### src/common/cpm_pkg.sv
// Shared constants and types for the clock and power mode controller.
package cpm_pkg;

  // Core clock rate in kHz; oscillator rates are produced as tick pulses.
  localparam int unsigned CORE_CLK_KHZ = 250000;
  localparam logic [17:0] CORE_CLK_KHZ_W = 18'h3d090;

  // Fast oscillator and low-power oscillator rates in kHz.
  localparam logic [17:0] FRO_15_KHZ = 18'h03a98;
  localparam logic [17:0] FRO_12_KHZ = 18'h02ee0;
  localparam logic [17:0] FRO_9_KHZ = 18'h02328;
  localparam logic [17:0] LPOSC_KHZ = 18'h003e8;

  // Fast oscillator frequency select encodings.
  localparam logic [1:0] FRO_SEL_12 = 2'h0;
  localparam logic [1:0] FRO_SEL_15 = 2'h1;
  localparam logic [1:0] FRO_SEL_9 = 2'h2;
  localparam logic [1:0] FRO_SEL_RST = FRO_SEL_12;

  // Main clock source encodings; NONE is the tied-off input.
  localparam logic [2:0] MAIN_SEL_FRO = 3'h0;
  localparam logic [2:0] MAIN_SEL_FRO_DIV = 3'h1;
  localparam logic [2:0] MAIN_SEL_EXT = 3'h2;
  localparam logic [2:0] MAIN_SEL_LPOSC = 3'h3;
  localparam logic [2:0] MAIN_SEL_NONE = 3'h7;
  localparam logic [2:0] MAIN_SEL_RST = MAIN_SEL_FRO;

  // Clock output source encodings; NONE is the tied-off input.
  localparam logic [2:0] CLOCK_OUTPUT_FUNCTION_SEL_FRO = 3'h0;
  localparam logic [2:0] CLOCK_OUTPUT_FUNCTION_SEL_LPOSC = 3'h1;
  localparam logic [2:0] CLOCK_OUTPUT_FUNCTION_SEL_EXT = 3'h2;
  localparam logic [2:0] CLOCK_OUTPUT_FUNCTION_SEL_MAIN = 3'h3;
  localparam logic [2:0] CLOCK_OUTPUT_FUNCTION_SEL_NONE = 3'h7;
  localparam logic [2:0] CLOCK_OUTPUT_FUNCTION_SEL_RST = CLOCK_OUTPUT_FUNCTION_SEL_NONE;

  // Core clock divider; zero and one both mean undivided.
  localparam logic [7:0] CORE_DIV_RST = 8'h01;

  // Reduced power mode requests.
  localparam logic [1:0] REQ_SLEEP = 2'h1;
  localparam logic [1:0] REQ_DEEP = 2'h2;
  localparam logic [1:0] REQ_PDOWN = 2'h3;

  // Peripheral gates and wake sources.
  localparam int unsigned NUM_PERIPH = 8;
  localparam logic [7:0] PERIPH_GATE_RST = 8'h00;
  localparam int unsigned NUM_WAKE = 6;

  // Power mode state machine.
  typedef enum logic [2:0] {
    CPM_RUN   = 3'b000,
    CPM_SLEEP = 3'b001,
    CPM_DEEP  = 3'b010,
    CPM_PDOWN = 3'b011,
    CPM_WAKE  = 3'b100
  } cpm_mode_t;

endpackage

### src/core/cpm_rate_gen.sv
// Fractional tick generator that models an oscillator as enable pulses.
`timescale 1ns/1ps
module cpm_rate_gen (
  // Clock and reset.
  input  wire logic        i_core_clk,
  input  wire logic        i_rst,
  // Oscillator control.
  input  wire logic        i_enable,
  input  wire logic [17:0] i_step_khz,
  // Oscillator tick.
  output logic             o_tick
);

  typedef struct packed {
    logic [17:0] acc;
    logic        tick;
  } cpm_rg_state_t;

  cpm_rg_state_t s_q;
  cpm_rg_state_t s_d;
  logic [18:0]   sum;

  // Phase accumulator wraps at the core rate; jitter is one core cycle.
  always_comb begin
    s_d = s_q;
    sum = {1'b0, s_q.acc} + {1'b0, i_step_khz};
    s_d.tick = 1'b0;
    if (!i_enable) begin
      s_d.acc = 18'h00000;
    end else if (sum >= {1'b0, cpm_pkg::CORE_CLK_KHZ_W}) begin
      s_d.acc = 18'(sum - {1'b0, cpm_pkg::CORE_CLK_KHZ_W});
      s_d.tick = 1'b1;
    end else begin
      s_d.acc = sum[17:0];
    end
  end

  // State register.
  always_ff @(posedge i_core_clk) begin
    if (i_rst) begin
      s_q <= '0;
    end else begin
      s_q <= s_d;
    end
  end

  assign o_tick = s_q.tick;

endmodule

### src/core/cpm_pin_sync.sv
// Three-flop pin synchroniser with a rising-edge tick.
`timescale 1ns/1ps
module cpm_pin_sync (
  // Clock and reset.
  input  wire logic i_core_clk,
  input  wire logic i_rst,
  // Asynchronous pin.
  input  wire logic i_pin,
  // Rising edge, one cycle.
  output logic      o_rise
);

  typedef struct packed {
    logic s1;
    logic s2;
    logic s3;
    logic level;
    logic rise;
  } cpm_ps_state_t;

  cpm_ps_state_t s_q;
  cpm_ps_state_t s_d;

  // The level moves only when the second and third stages agree.
  always_comb begin
    s_d = s_q;
    s_d.s1 = i_pin;
    s_d.s2 = s_q.s1;
    s_d.s3 = s_q.s2;
    s_d.rise = 1'b0;
    if (s_q.s2 == s_q.s3) begin
      s_d.level = s_q.s3;
      s_d.rise = s_q.s3 & ~s_q.level;
    end
  end

  // State register.
  always_ff @(posedge i_core_clk) begin
    if (i_rst) begin
      s_q <= '0;
    end else begin
      s_q <= s_d;
    end
  end

  assign o_rise = s_q.rise;

endmodule

### src/core/cpm_top.sv
// Clock generation and power mode control as clock-enable ticks.
//
// How it works
// - After reset the main clock is the fast oscillator until changed.
// - Fast oscillator frequency selectable as 15, 12 or 9 MHz.
// - Halved fast oscillator (7.5, 6, 4.5 MHz) selectable as main clock.
// - Fast oscillator resets to 12 MHz.
// - A 1 MHz low-power oscillator may serve as main clock.
// - Low-power oscillator ticks only while its run enable bit is set.
// - Main and output multiplexers have a tied-off input to save power.
// - Main clock feeds the core, the bus and peripheral clocks.
// - Clock output selects any oscillator or the main clock.
// - Core rate set by main source and a core divider value.
// - Each peripheral has its own clock gate.
// - Sleep stops only the core clock; wake just restarts it.
// - Sleep lasts until reset or interrupt; peripherals keep running.
// - Deep-sleep stops clocks except a kept fast or low-power oscillator.
// - Deep-sleep gates fast oscillator output, analog off, flash standby.
// - Deep-sleep ends on reset, pin, watchdog, touch, slave serial irqs.
// - Wake needs both the wake enable and the interrupt controller enable.
// - Power-down runs only a kept low-power oscillator; analog, flash off.
// - Power-down uses the same wake sources as deep-sleep.
// - Low-power oscillator and brownout detector may run in deep modes.
`timescale 1ns/1ps
module cpm_top (
  // Clock and reset.
  input  wire logic        i_core_clk,
  input  wire logic        i_rst,
  // Clock configuration, loaded on the write strobe while running.
  input  wire logic        i_clk_cfg_wr,
  input  wire logic [1:0]  i_fro_freq_sel,
  input  wire logic [2:0]  i_main_sel,
  input  wire logic [2:0]  i_clock_output_function_sel,
  input  wire logic [7:0]  i_core_div,
  input  wire logic [7:0]  i_periph_gate,
  // Run power configuration and low-power keep options.
  input  wire logic        i_lposc_en,
  input  wire logic        i_lposc_keep,
  input  wire logic        i_fro_keep_deep,
  input  wire logic        i_bod_keep,
  // Power mode entry from the core.
  input  wire logic        i_mode_enter,
  input  wire logic [1:0]  i_mode_req,
  // Interrupts and wake sources.
  input  wire logic        i_any_irq,
  input  wire logic [5:0]  i_wake_irq,
  input  wire logic [5:0]  i_wake_en,
  input  wire logic [5:0]  i_irq_en,
  // External clock pin.
  input  wire logic        i_ext_clock_pin,
  // Clock enables out.
  output logic             o_main_clk_en,
  output logic             o_core_clk_en,
  output logic [7:0]       o_periph_clk_en,
  output logic             o_clock_output_function_en,
  output logic             o_lposc_clk_en,
  // Power controls and status.
  output logic             o_fro_run,
  output logic             o_fro_out_en,
  output logic             o_lposc_run,
  output logic             o_analog_pd,
  output logic             o_flash_standby,
  output logic             o_flash_off,
  output logic             o_bod_run,
  output logic [2:0]       o_mode,
  output logic             o_wake
);

  typedef struct packed {
    cpm_pkg::cpm_mode_t mode;
    logic [1:0]         fro_sel;
    logic [2:0]         main_sel;
    logic [2:0]         clock_output_function_sel;
    logic [7:0]         core_div;
    logic [7:0]         gate;
    logic [7:0]         div_cnt;
    logic               half_ph;
    logic               main_en;
    logic               core_en;
    logic [7:0]         periph_en;
    logic               clock_output_function_en;
    logic               lposc_clk;
    logic               fro_run;
    logic               fro_out;
    logic               lposc_run;
    logic               analog_pd;
    logic               flash_sb;
    logic               flash_off;
    logic               bod_run;
    logic               wake;
  } cpm_state_t;

  cpm_state_t  s_q;
  cpm_state_t  s_d;
  logic [17:0] fro_step;
  logic        fro_tick;
  logic        lposc_tick;
  logic        ext_tick;
  logic        fro_deliv;
  logic        half_deliv;
  logic        ext_deliv;
  logic        main_tick;
  logic        low_power;
  logic        wake_hit;
  logic        core_tick;

  // Fast oscillator step from the held frequency selection.
  always_comb begin
    case (s_q.fro_sel)
      cpm_pkg::FRO_SEL_15: fro_step = cpm_pkg::FRO_15_KHZ;
      cpm_pkg::FRO_SEL_9:  fro_step = cpm_pkg::FRO_9_KHZ;
      default:             fro_step = cpm_pkg::FRO_12_KHZ;
    endcase
  end

  // Fast oscillator runs from its registered run control.
  cpm_rate_gen u_fro (
    .i_core_clk (i_core_clk),
    .i_rst      (i_rst),
    .i_enable   (s_q.fro_run),
    .i_step_khz (fro_step),
    .o_tick     (fro_tick)
  );

  // Low-power oscillator only ticks when enabled and allowed by the mode.
  cpm_rate_gen u_lposc (
    .i_core_clk (i_core_clk),
    .i_rst      (i_rst),
    .i_enable   (s_q.lposc_run),
    .i_step_khz (cpm_pkg::LPOSC_KHZ),
    .o_tick     (lposc_tick)
  );

  // The external clock is resolved only well below the core rate, which
  // holds while the far side keeps it at or below 15 MHz.
  cpm_pin_sync u_ext (
    .i_core_clk (i_core_clk),
    .i_rst      (i_rst),
    .i_pin      (i_ext_clock_pin),
    .o_rise     (ext_tick)
  );

  // Source delivery; deep modes block fast oscillator and pin clocks.
  assign low_power  = (s_q.mode == cpm_pkg::CPM_DEEP) ||
                      (s_q.mode == cpm_pkg::CPM_PDOWN);
  assign fro_deliv  = fro_tick & s_q.fro_out;
  assign half_deliv = fro_deliv & s_q.half_ph;
  assign ext_deliv  = ext_tick & ~low_power;

  // Main clock multiplexer; the tied-off input never ticks.
  always_comb begin
    case (s_q.main_sel)
      cpm_pkg::MAIN_SEL_FRO:     main_tick = fro_deliv;
      cpm_pkg::MAIN_SEL_FRO_DIV: main_tick = half_deliv;
      cpm_pkg::MAIN_SEL_EXT:     main_tick = ext_deliv;
      cpm_pkg::MAIN_SEL_LPOSC:   main_tick = lposc_tick;
      default:                   main_tick = 1'b0;
    endcase
  end

  // Core divider counts main ticks; a divider of zero acts as one.
  assign core_tick = main_tick &&
                     ((s_q.core_div <= 8'h01) ||
                      (s_q.div_cnt >= 8'(s_q.core_div - 8'h01)));

  // Any enabled wake source ends deep-sleep and power-down.
  assign wake_hit = |(i_wake_irq & i_wake_en & i_irq_en);

  // Next-state logic for mode, configuration and every output.
  always_comb begin
    s_d = s_q;
    s_d.wake = 1'b0;

    // Configuration is only taken while running, so what was selected
    // before a low-power entry is still held on wake.
    if (i_clk_cfg_wr && s_q.mode == cpm_pkg::CPM_RUN) begin
      s_d.fro_sel    = i_fro_freq_sel;
      s_d.main_sel   = i_main_sel;
      s_d.clock_output_function_sel = i_clock_output_function_sel;
      s_d.core_div   = i_core_div;
      s_d.gate       = i_periph_gate;
    end

    // Half-rate phase follows delivered fast oscillator ticks.
    if (fro_deliv) begin
      s_d.half_ph = ~s_q.half_ph;
    end

    // Divider counter advances on main ticks and restarts on a core tick.
    if (core_tick) begin
      s_d.div_cnt = 8'h00;
    end else if (main_tick) begin
      s_d.div_cnt = 8'(s_q.div_cnt + 8'h01);
    end

    // Power mode sequencing.
    case (s_q.mode)
      cpm_pkg::CPM_RUN: begin
        if (i_mode_enter) begin
          case (i_mode_req)
            cpm_pkg::REQ_SLEEP: s_d.mode = cpm_pkg::CPM_SLEEP;
            cpm_pkg::REQ_DEEP:  s_d.mode = cpm_pkg::CPM_DEEP;
            cpm_pkg::REQ_PDOWN: s_d.mode = cpm_pkg::CPM_PDOWN;
            default:            s_d.mode = cpm_pkg::CPM_RUN;
          endcase
        end
      end
      cpm_pkg::CPM_SLEEP: begin
        if (i_any_irq) begin
          s_d.mode = cpm_pkg::CPM_RUN;
          s_d.wake = 1'b1;
        end
      end
      cpm_pkg::CPM_DEEP: begin
        if (wake_hit) begin
          s_d.mode = cpm_pkg::CPM_WAKE;
        end
      end
      cpm_pkg::CPM_PDOWN: begin
        if (wake_hit) begin
          s_d.mode = cpm_pkg::CPM_WAKE;
        end
      end
      cpm_pkg::CPM_WAKE: begin
        // Sources come back one cycle ahead of the core clock.
        s_d.mode = cpm_pkg::CPM_RUN;
        s_d.wake = 1'b1;
      end
      default: begin
        s_d.mode = cpm_pkg::CPM_RUN;
      end
    endcase

    // Oscillator and power controls follow the next mode.
    case (s_d.mode)
      cpm_pkg::CPM_DEEP: begin
        s_d.fro_run   = i_fro_keep_deep;
        s_d.fro_out   = 1'b0;
        s_d.lposc_run = i_lposc_en & i_lposc_keep;
        s_d.analog_pd = 1'b1;
        s_d.flash_sb  = 1'b1;
        s_d.flash_off = 1'b0;
        s_d.bod_run   = i_bod_keep;
      end
      cpm_pkg::CPM_PDOWN: begin
        s_d.fro_run   = 1'b0;
        s_d.fro_out   = 1'b0;
        s_d.lposc_run = i_lposc_en & i_lposc_keep;
        s_d.analog_pd = 1'b1;
        s_d.flash_sb  = 1'b0;
        s_d.flash_off = 1'b1;
        s_d.bod_run   = i_bod_keep;
      end
      default: begin
        // Run, sleep and wake restore every source to its selection.
        s_d.fro_run   = 1'b1;
        s_d.fro_out   = 1'b1;
        s_d.lposc_run = i_lposc_en;
        s_d.analog_pd = 1'b0;
        s_d.flash_sb  = 1'b0;
        s_d.flash_off = 1'b0;
        s_d.bod_run   = 1'b1;
      end
    endcase

    // Registered clock enables; the core stops outside run only.
    s_d.main_en = main_tick & ~low_power;
    s_d.core_en = core_tick && s_q.mode == cpm_pkg::CPM_RUN;
    s_d.lposc_clk = lposc_tick;
    for (int i = 0; i < cpm_pkg::NUM_PERIPH; i++) begin
      // Sleep keeps peripherals clocked; deep modes stop them all.
      s_d.periph_en[i] = main_tick & s_q.gate[i] & ~low_power;
    end

    // Clock output multiplexer with its own tied-off input.
    case (s_q.clock_output_function_sel)
      cpm_pkg::CLOCK_OUTPUT_FUNCTION_SEL_FRO:   s_d.clock_output_function_en = fro_deliv;
      cpm_pkg::CLOCK_OUTPUT_FUNCTION_SEL_LPOSC: s_d.clock_output_function_en = lposc_tick;
      cpm_pkg::CLOCK_OUTPUT_FUNCTION_SEL_EXT:   s_d.clock_output_function_en = ext_deliv;
      cpm_pkg::CLOCK_OUTPUT_FUNCTION_SEL_MAIN:  s_d.clock_output_function_en = main_tick & ~low_power;
      default:                   s_d.clock_output_function_en = 1'b0;
    endcase
  end

  // State register; reset returns to the fast oscillator at 12 MHz.
  always_ff @(posedge i_core_clk) begin
    if (i_rst) begin
      s_q.mode       <= cpm_pkg::CPM_RUN;
      s_q.fro_sel    <= cpm_pkg::FRO_SEL_RST;
      s_q.main_sel   <= cpm_pkg::MAIN_SEL_RST;
      s_q.clock_output_function_sel <= cpm_pkg::CLOCK_OUTPUT_FUNCTION_SEL_RST;
      s_q.core_div   <= cpm_pkg::CORE_DIV_RST;
      s_q.gate       <= cpm_pkg::PERIPH_GATE_RST;
      s_q.div_cnt    <= 8'h00;
      s_q.half_ph    <= 1'b0;
      s_q.main_en    <= 1'b0;
      s_q.core_en    <= 1'b0;
      s_q.periph_en  <= 8'h00;
      s_q.clock_output_function_en  <= 1'b0;
      s_q.lposc_clk  <= 1'b0;
      s_q.fro_run    <= 1'b1;
      s_q.fro_out    <= 1'b1;
      s_q.lposc_run  <= 1'b0;
      s_q.analog_pd  <= 1'b0;
      s_q.flash_sb   <= 1'b0;
      s_q.flash_off  <= 1'b0;
      s_q.bod_run    <= 1'b1;
      s_q.wake       <= 1'b0;
    end else begin
      s_q <= s_d;
    end
  end

  // Outputs straight from the state register.
  assign o_main_clk_en   = s_q.main_en;
  assign o_core_clk_en   = s_q.core_en;
  assign o_periph_clk_en = s_q.periph_en;
  assign o_clock_output_function_en     = s_q.clock_output_function_en;
  assign o_lposc_clk_en  = s_q.lposc_clk;
  assign o_fro_run       = s_q.fro_run;
  assign o_fro_out_en    = s_q.fro_out;
  assign o_lposc_run     = s_q.lposc_run;
  assign o_analog_pd     = s_q.analog_pd;
  assign o_flash_standby = s_q.flash_sb;
  assign o_flash_off     = s_q.flash_off;
  assign o_bod_run       = s_q.bod_run;
  assign o_mode          = s_q.mode;
  assign o_wake          = s_q.wake;

endmodule

### config.mk
export PLATFORM = sky130hd
export DESIGN_NAME = cpm_top
export DESIGN_NICKNAME = d
export VERILOG_FILES = /design/src/common/cpm_pkg.sv /design/src/core/cpm_rate_gen.sv /design/src/core/cpm_pin_sync.sv /design/src/core/cpm_top.sv
export SDC_FILE = /design/constraint.sdc
export NUM_CORES = 1
export LEC_CHECK = 0
export ABC_AREA = 0
export ABC_CLOCK_PERIOD_IN_PS = 4400
export BUFFER_PORTS_ARGS = -buffer_cell sky130_fd_sc_hd__buf_2
export CORE_MARGIN = 1
export CORE_UTILIZATION = 55
export CTS_CLUSTER_DIAMETER = 40
export DETAILED_ROUTE_END_ITERATION = 8
export GPL_TIMING_DRIVEN = 0
export MAX_ROUTING_LAYER = met4
export PLACE_DENSITY = 0.84
export SLEW_MARGIN = 20
export SYNTH_ARGS = -nofsm -noshare
export SYNTH_HDL_FRONTEND = slang
export SYNTH_SLANG_ARGS = --single-unit
### constraint.sdc
create_clock -name i_core_clk -period 4.4 [get_ports i_core_clk]
set_input_delay 0.22 -clock i_core_clk [delete_from_list [all_inputs] [get_ports i_core_clk]]
set_output_delay 0.22 -clock i_core_clk [all_outputs]
set_load 0.02 [all_outputs]
==> flow_metrics.env <==
export IMPL_max_slew_worst_pin_slew_ns=0.775
export IMPL_cellPowerDensity_nw_per_um2=401
export IMPL_clock_latency_ns=0.38
export IMPL_post_cts_buffers=0
export IMPL_drc=0
export IMPL_path_common_cell="buf_4"
export IMPL_final_instance_count_excl_fill=897
export IMPL_timing_fmax_mhz=246
export IMPL_synth_ff_type="dfxtp_1"
export IMPL_skew_ns=0.0120
export IMPL_cp_max_fo=10
export IMPL_setup_slack_ns=0.327
export IMPL_grt_max_degree=21
export IMPL_nFillCells=853
export IMPL_rows=36
export IMPL_io_pins=77
export IMPL_synthSimpleGateAreaFrac_pct=22.7
export IMPL_critPathArrivalTime_ns=4.36
export IMPL_cpMaxStageDelayCell="xor2_1"
export IMPL_rr_worst_depth=15
export IMPL_post_place_ws_ns=0.460
export IMPL_hp_start="i_bod_keep"
export IMPL_hold_violations=0
export IMPL_grt_pass1_wl_um=21400
export IMPL_hpwl_um=9850
export IMPL_layout_commonest_cell="nand2_1"
export IMPL_gp_congestion=0.954
export IMPL_cts_htree_levels=3
export IMPL_place_area_um2=6140
export IMPL_synth_distinct_cells=78
export IMPL_finalSetupViolCount=0
export IMPL_cp_top_family="compound AO/OA/AOI/OAI gates"
export IMPL_cts_hold_buf=0
export IMPL_crit_start="s_q[51]"
export IMPL_intPower_uw=1530
export IMPL_start_util_pct=56.9
export IMPL_crit_cells=15
export IMPL_finalCritPeriodShare_pct=92.6
export IMPL_synth_xor_area_share_pct=6.89
export IMPL_port_buffers=76
export IMPL_synth_edf_count=0
export IMPL_clkSinkCount=93
export IMPL_switching_share_pct=40.2
export IMPL_switchingPower_uw=1020
export IMPL_synth_top_area_share_pct=33.3
export IMPL_yosys_area_top_type="dfxtp_1"
export IMPL_crit_type="reg2reg"
export IMPL_synthCells=672
export IMPL_numCtsBuffers=9
export IMPL_synth_top_family_by_area="simple AND/OR/NAND/NOR gates"
export IMPL_outcome="completed"
export IMPL_cp_slowest_stage_delay_ns=0.49
export IMPL_slew_viol_final=0
export IMPL_num_vias=5099
export IMPL_cap_viol_max_count=0
export IMPL_timing_critical_path_buf_inv=4
export IMPL_drt_iter0_markers=274
export IMPL_rsz0062_at_grt="no"
export IMPL_nNetsFinal=839
export IMPL_multi_input_area_um2=3390
export IMPL_worstPathCellList="inv_1 -> ha_1 -> buf_6 -> buf_4 -> nor2b_1 -> fa_1 -> a211oi_2 -> o21ai_1 -> o32ai_2 -> nand2_1 -> xor2_1 -> o311ai_1 -> buf_4 -> a2111oi_2 -> o21bai_1"
export IMPL_synth_compound_area_share_pct=21.8
export IMPL_dp_cells=881
export IMPL_p_seq_share_pct=37.8
export IMPL_synthAdderAreaFrac_pct=6.15
export IMPL_irDropWorstVdd_v=0.000224
export IMPL_dr_pass1_iters=5
export IMPL_critPathCaptureType="flip-flop"
export IMPL_r2r_start="s_q[51]"
export IMPL_final_area_um2=6350
export IMPL_overflow=0
export IMPL_grt_antenna_before_repair=0
export IMPL_hp_class="in2reg"
export IMPL_path_clk_slew_ns=0.11
export IMPL_die_w_um=103
export IMPL_antenna_diode_count=0
export IMPL_combPwrFrac_pct=38.8
export IMPL_syn_avg_cell_area_um2=8.32
export IMPL_whs_path_depth=2
export IMPL_cts_max_path_buffers=2
export IMPL_final_cell_mix="99 x nand2_1, 93 x dfxtp_1, 81 x buf_2"
export IMPL_p_clk_share_pct=23.4
export IMPL_period_needed_ns=4.07
export IMPL_worstPathRequired_ns=4.69
export IMPL_grt_pass1_vias=4675
export IMPL_routed_via_density=5.68
export IMPL_syn_to_final_growth_pct=13.6
export IMPL_muxShareOfSynthArea_pct=3.09
export IMPL_ys_seq_area_share_pct=33.3
export IMPL_cp_start_kind="flip-flop"
export IMPL_tns_ns=0
export IMPL_grt_util_all_layers_pct=26.5
export IMPL_ys_warn_count=0
export IMPL_antenna_left=0
export IMPL_synthTopCellsByArea="dfxtp_1 33%, nand2_1 6.6%, ha_1 5.6%, a21oi_1 5.4%, xnor2_1 3.8%"
export IMPL_synth_seq_cells=93
export IMPL_drive_gt1_share_pct=18.7
export IMPL_core_region_area_um2=9820
export IMPL_leakage_uw=0.00266
export IMPL_synthArstFlopShare_pct=0
export IMPL_seq_area_um2=1860
export IMPL_cts_root_buf="clkbuf_8"
export IMPL_synth_nets=752
export IMPL_wl_um=13100
export IMPL_wire_per_inst_um=14.6
export IMPL_slew_headroom_pct=48.3
export IMPL_die_area_um2=10600
export IMPL_syn_area_um2=5590
export IMPL_cts_tree="done"
export IMPL_cts_resized=0
export IMPL_die_height_um=103
[Yosys cell counts, types with 7 or more instances]
cell / n
xor2_1: 20
a211oi_1: 13
o21ai_0: 21
a21oi_1: 60
xnor2_1: 24
nand2b_1: 14
ha_1: 25
nand3_1: 20
nor2b_1: 13
a21o_1: 8
nand3b_1: 7
dfxtp_1: 93
nor2_1: 35
or2_2: 8
and3_1: 8
nor3_1: 14
a31oi_1: 7
clkbuf_1: 24
and2_1: 16
inv_1: 21
buf_4: 14
mux2i_1: 15
nand2_1: 99
[state kept, by name (all words and copies together) (netlist names), 2 cells and up]
name             cells
u_lposc.s_q         15
u_ext.s_q            2
u_ext.s_d            2
u_fro.s_q           15
o_mode               3
s_q                 33
o_periph_clk_en      8
[power by group through the flow]
stage               registers (uW)  clock network [uW]  logic, uW
global placement               978                   0        919
global route                   971                 639       1080
finish                         963                 598        989
CTS                            962                 600        972
floorplan                      969                   0        766
detailed placement             981                   0        961
[path summary, 6_finish.rpt]
path / endpoint / slack (ns)
worst max register to register: u_fro.s_q[12] / 0.33
worst min-delay path: o_bod_run / 0.03
worst max-delay path: u_fro.s_q[12] / 0.33
worst min register to register: u_ext.s_d[2] / 0.45
[layer usage]
metal / GRT usage, % / part of all wire (%)
met4: 8.02 / 1.9
met2: 44.4 / 49
met1: 32.7 / 43
met5: - / 0
met3: 4.41 / 6.0
[worst register-to-register path: stages (launching register included)]
cell and delay [ns]:
dfxtp_1 0.40, inv_1 0.06, ha_1 0.29, buf_6 0.13
buf_4 0.19, nor2b_1 0.08, fa_1 0.46, a211oi_2 0.33
o21ai_1 0.16, o32ai_2 0.33, nand2_1 0.13, xor2_1 0.49
o311ai_1 0.24, buf_4 0.23, a2111oi_2 0.29, o21bai_1 0.18
[metrics by stage]
step	util (%)	hold slack (ns)	total power, uW
after floorplan	-	0.327	1740
after global placement	62.5	0.409	1900
after detailed placement	62.5	0.422	1940
after CTS	64.7	0.0241	2530
after global routing	64.7	0.0210	2690
final	64.7	0.0260	2550
[area by class of cell]
cell class / count / share of cell area (%)
Buffer: 47 / 4.06
Clock buffer: 9 / 1.95
Clock inverter: 7 / 1.40
Inverter: 21 / 1.24
Multi-Input combinational cell: 511 / 53.4
Sequential cell: 93 / 29.3
Tap cell: 133 / 2.62
Timing Repair Buffer: 76 / 5.99
[cells by family after synthesis]
group	Yosys count
AO/OA/AOI/OAI	167
multiplexers	17
adder cells (fa/ha/maj)	27
XOR/XNOR	44
AND/OR/NAND/NOR	256
buffers and inverters	68
flip-flops	93
No activity file was read; power rests on OpenSTA's default activity.
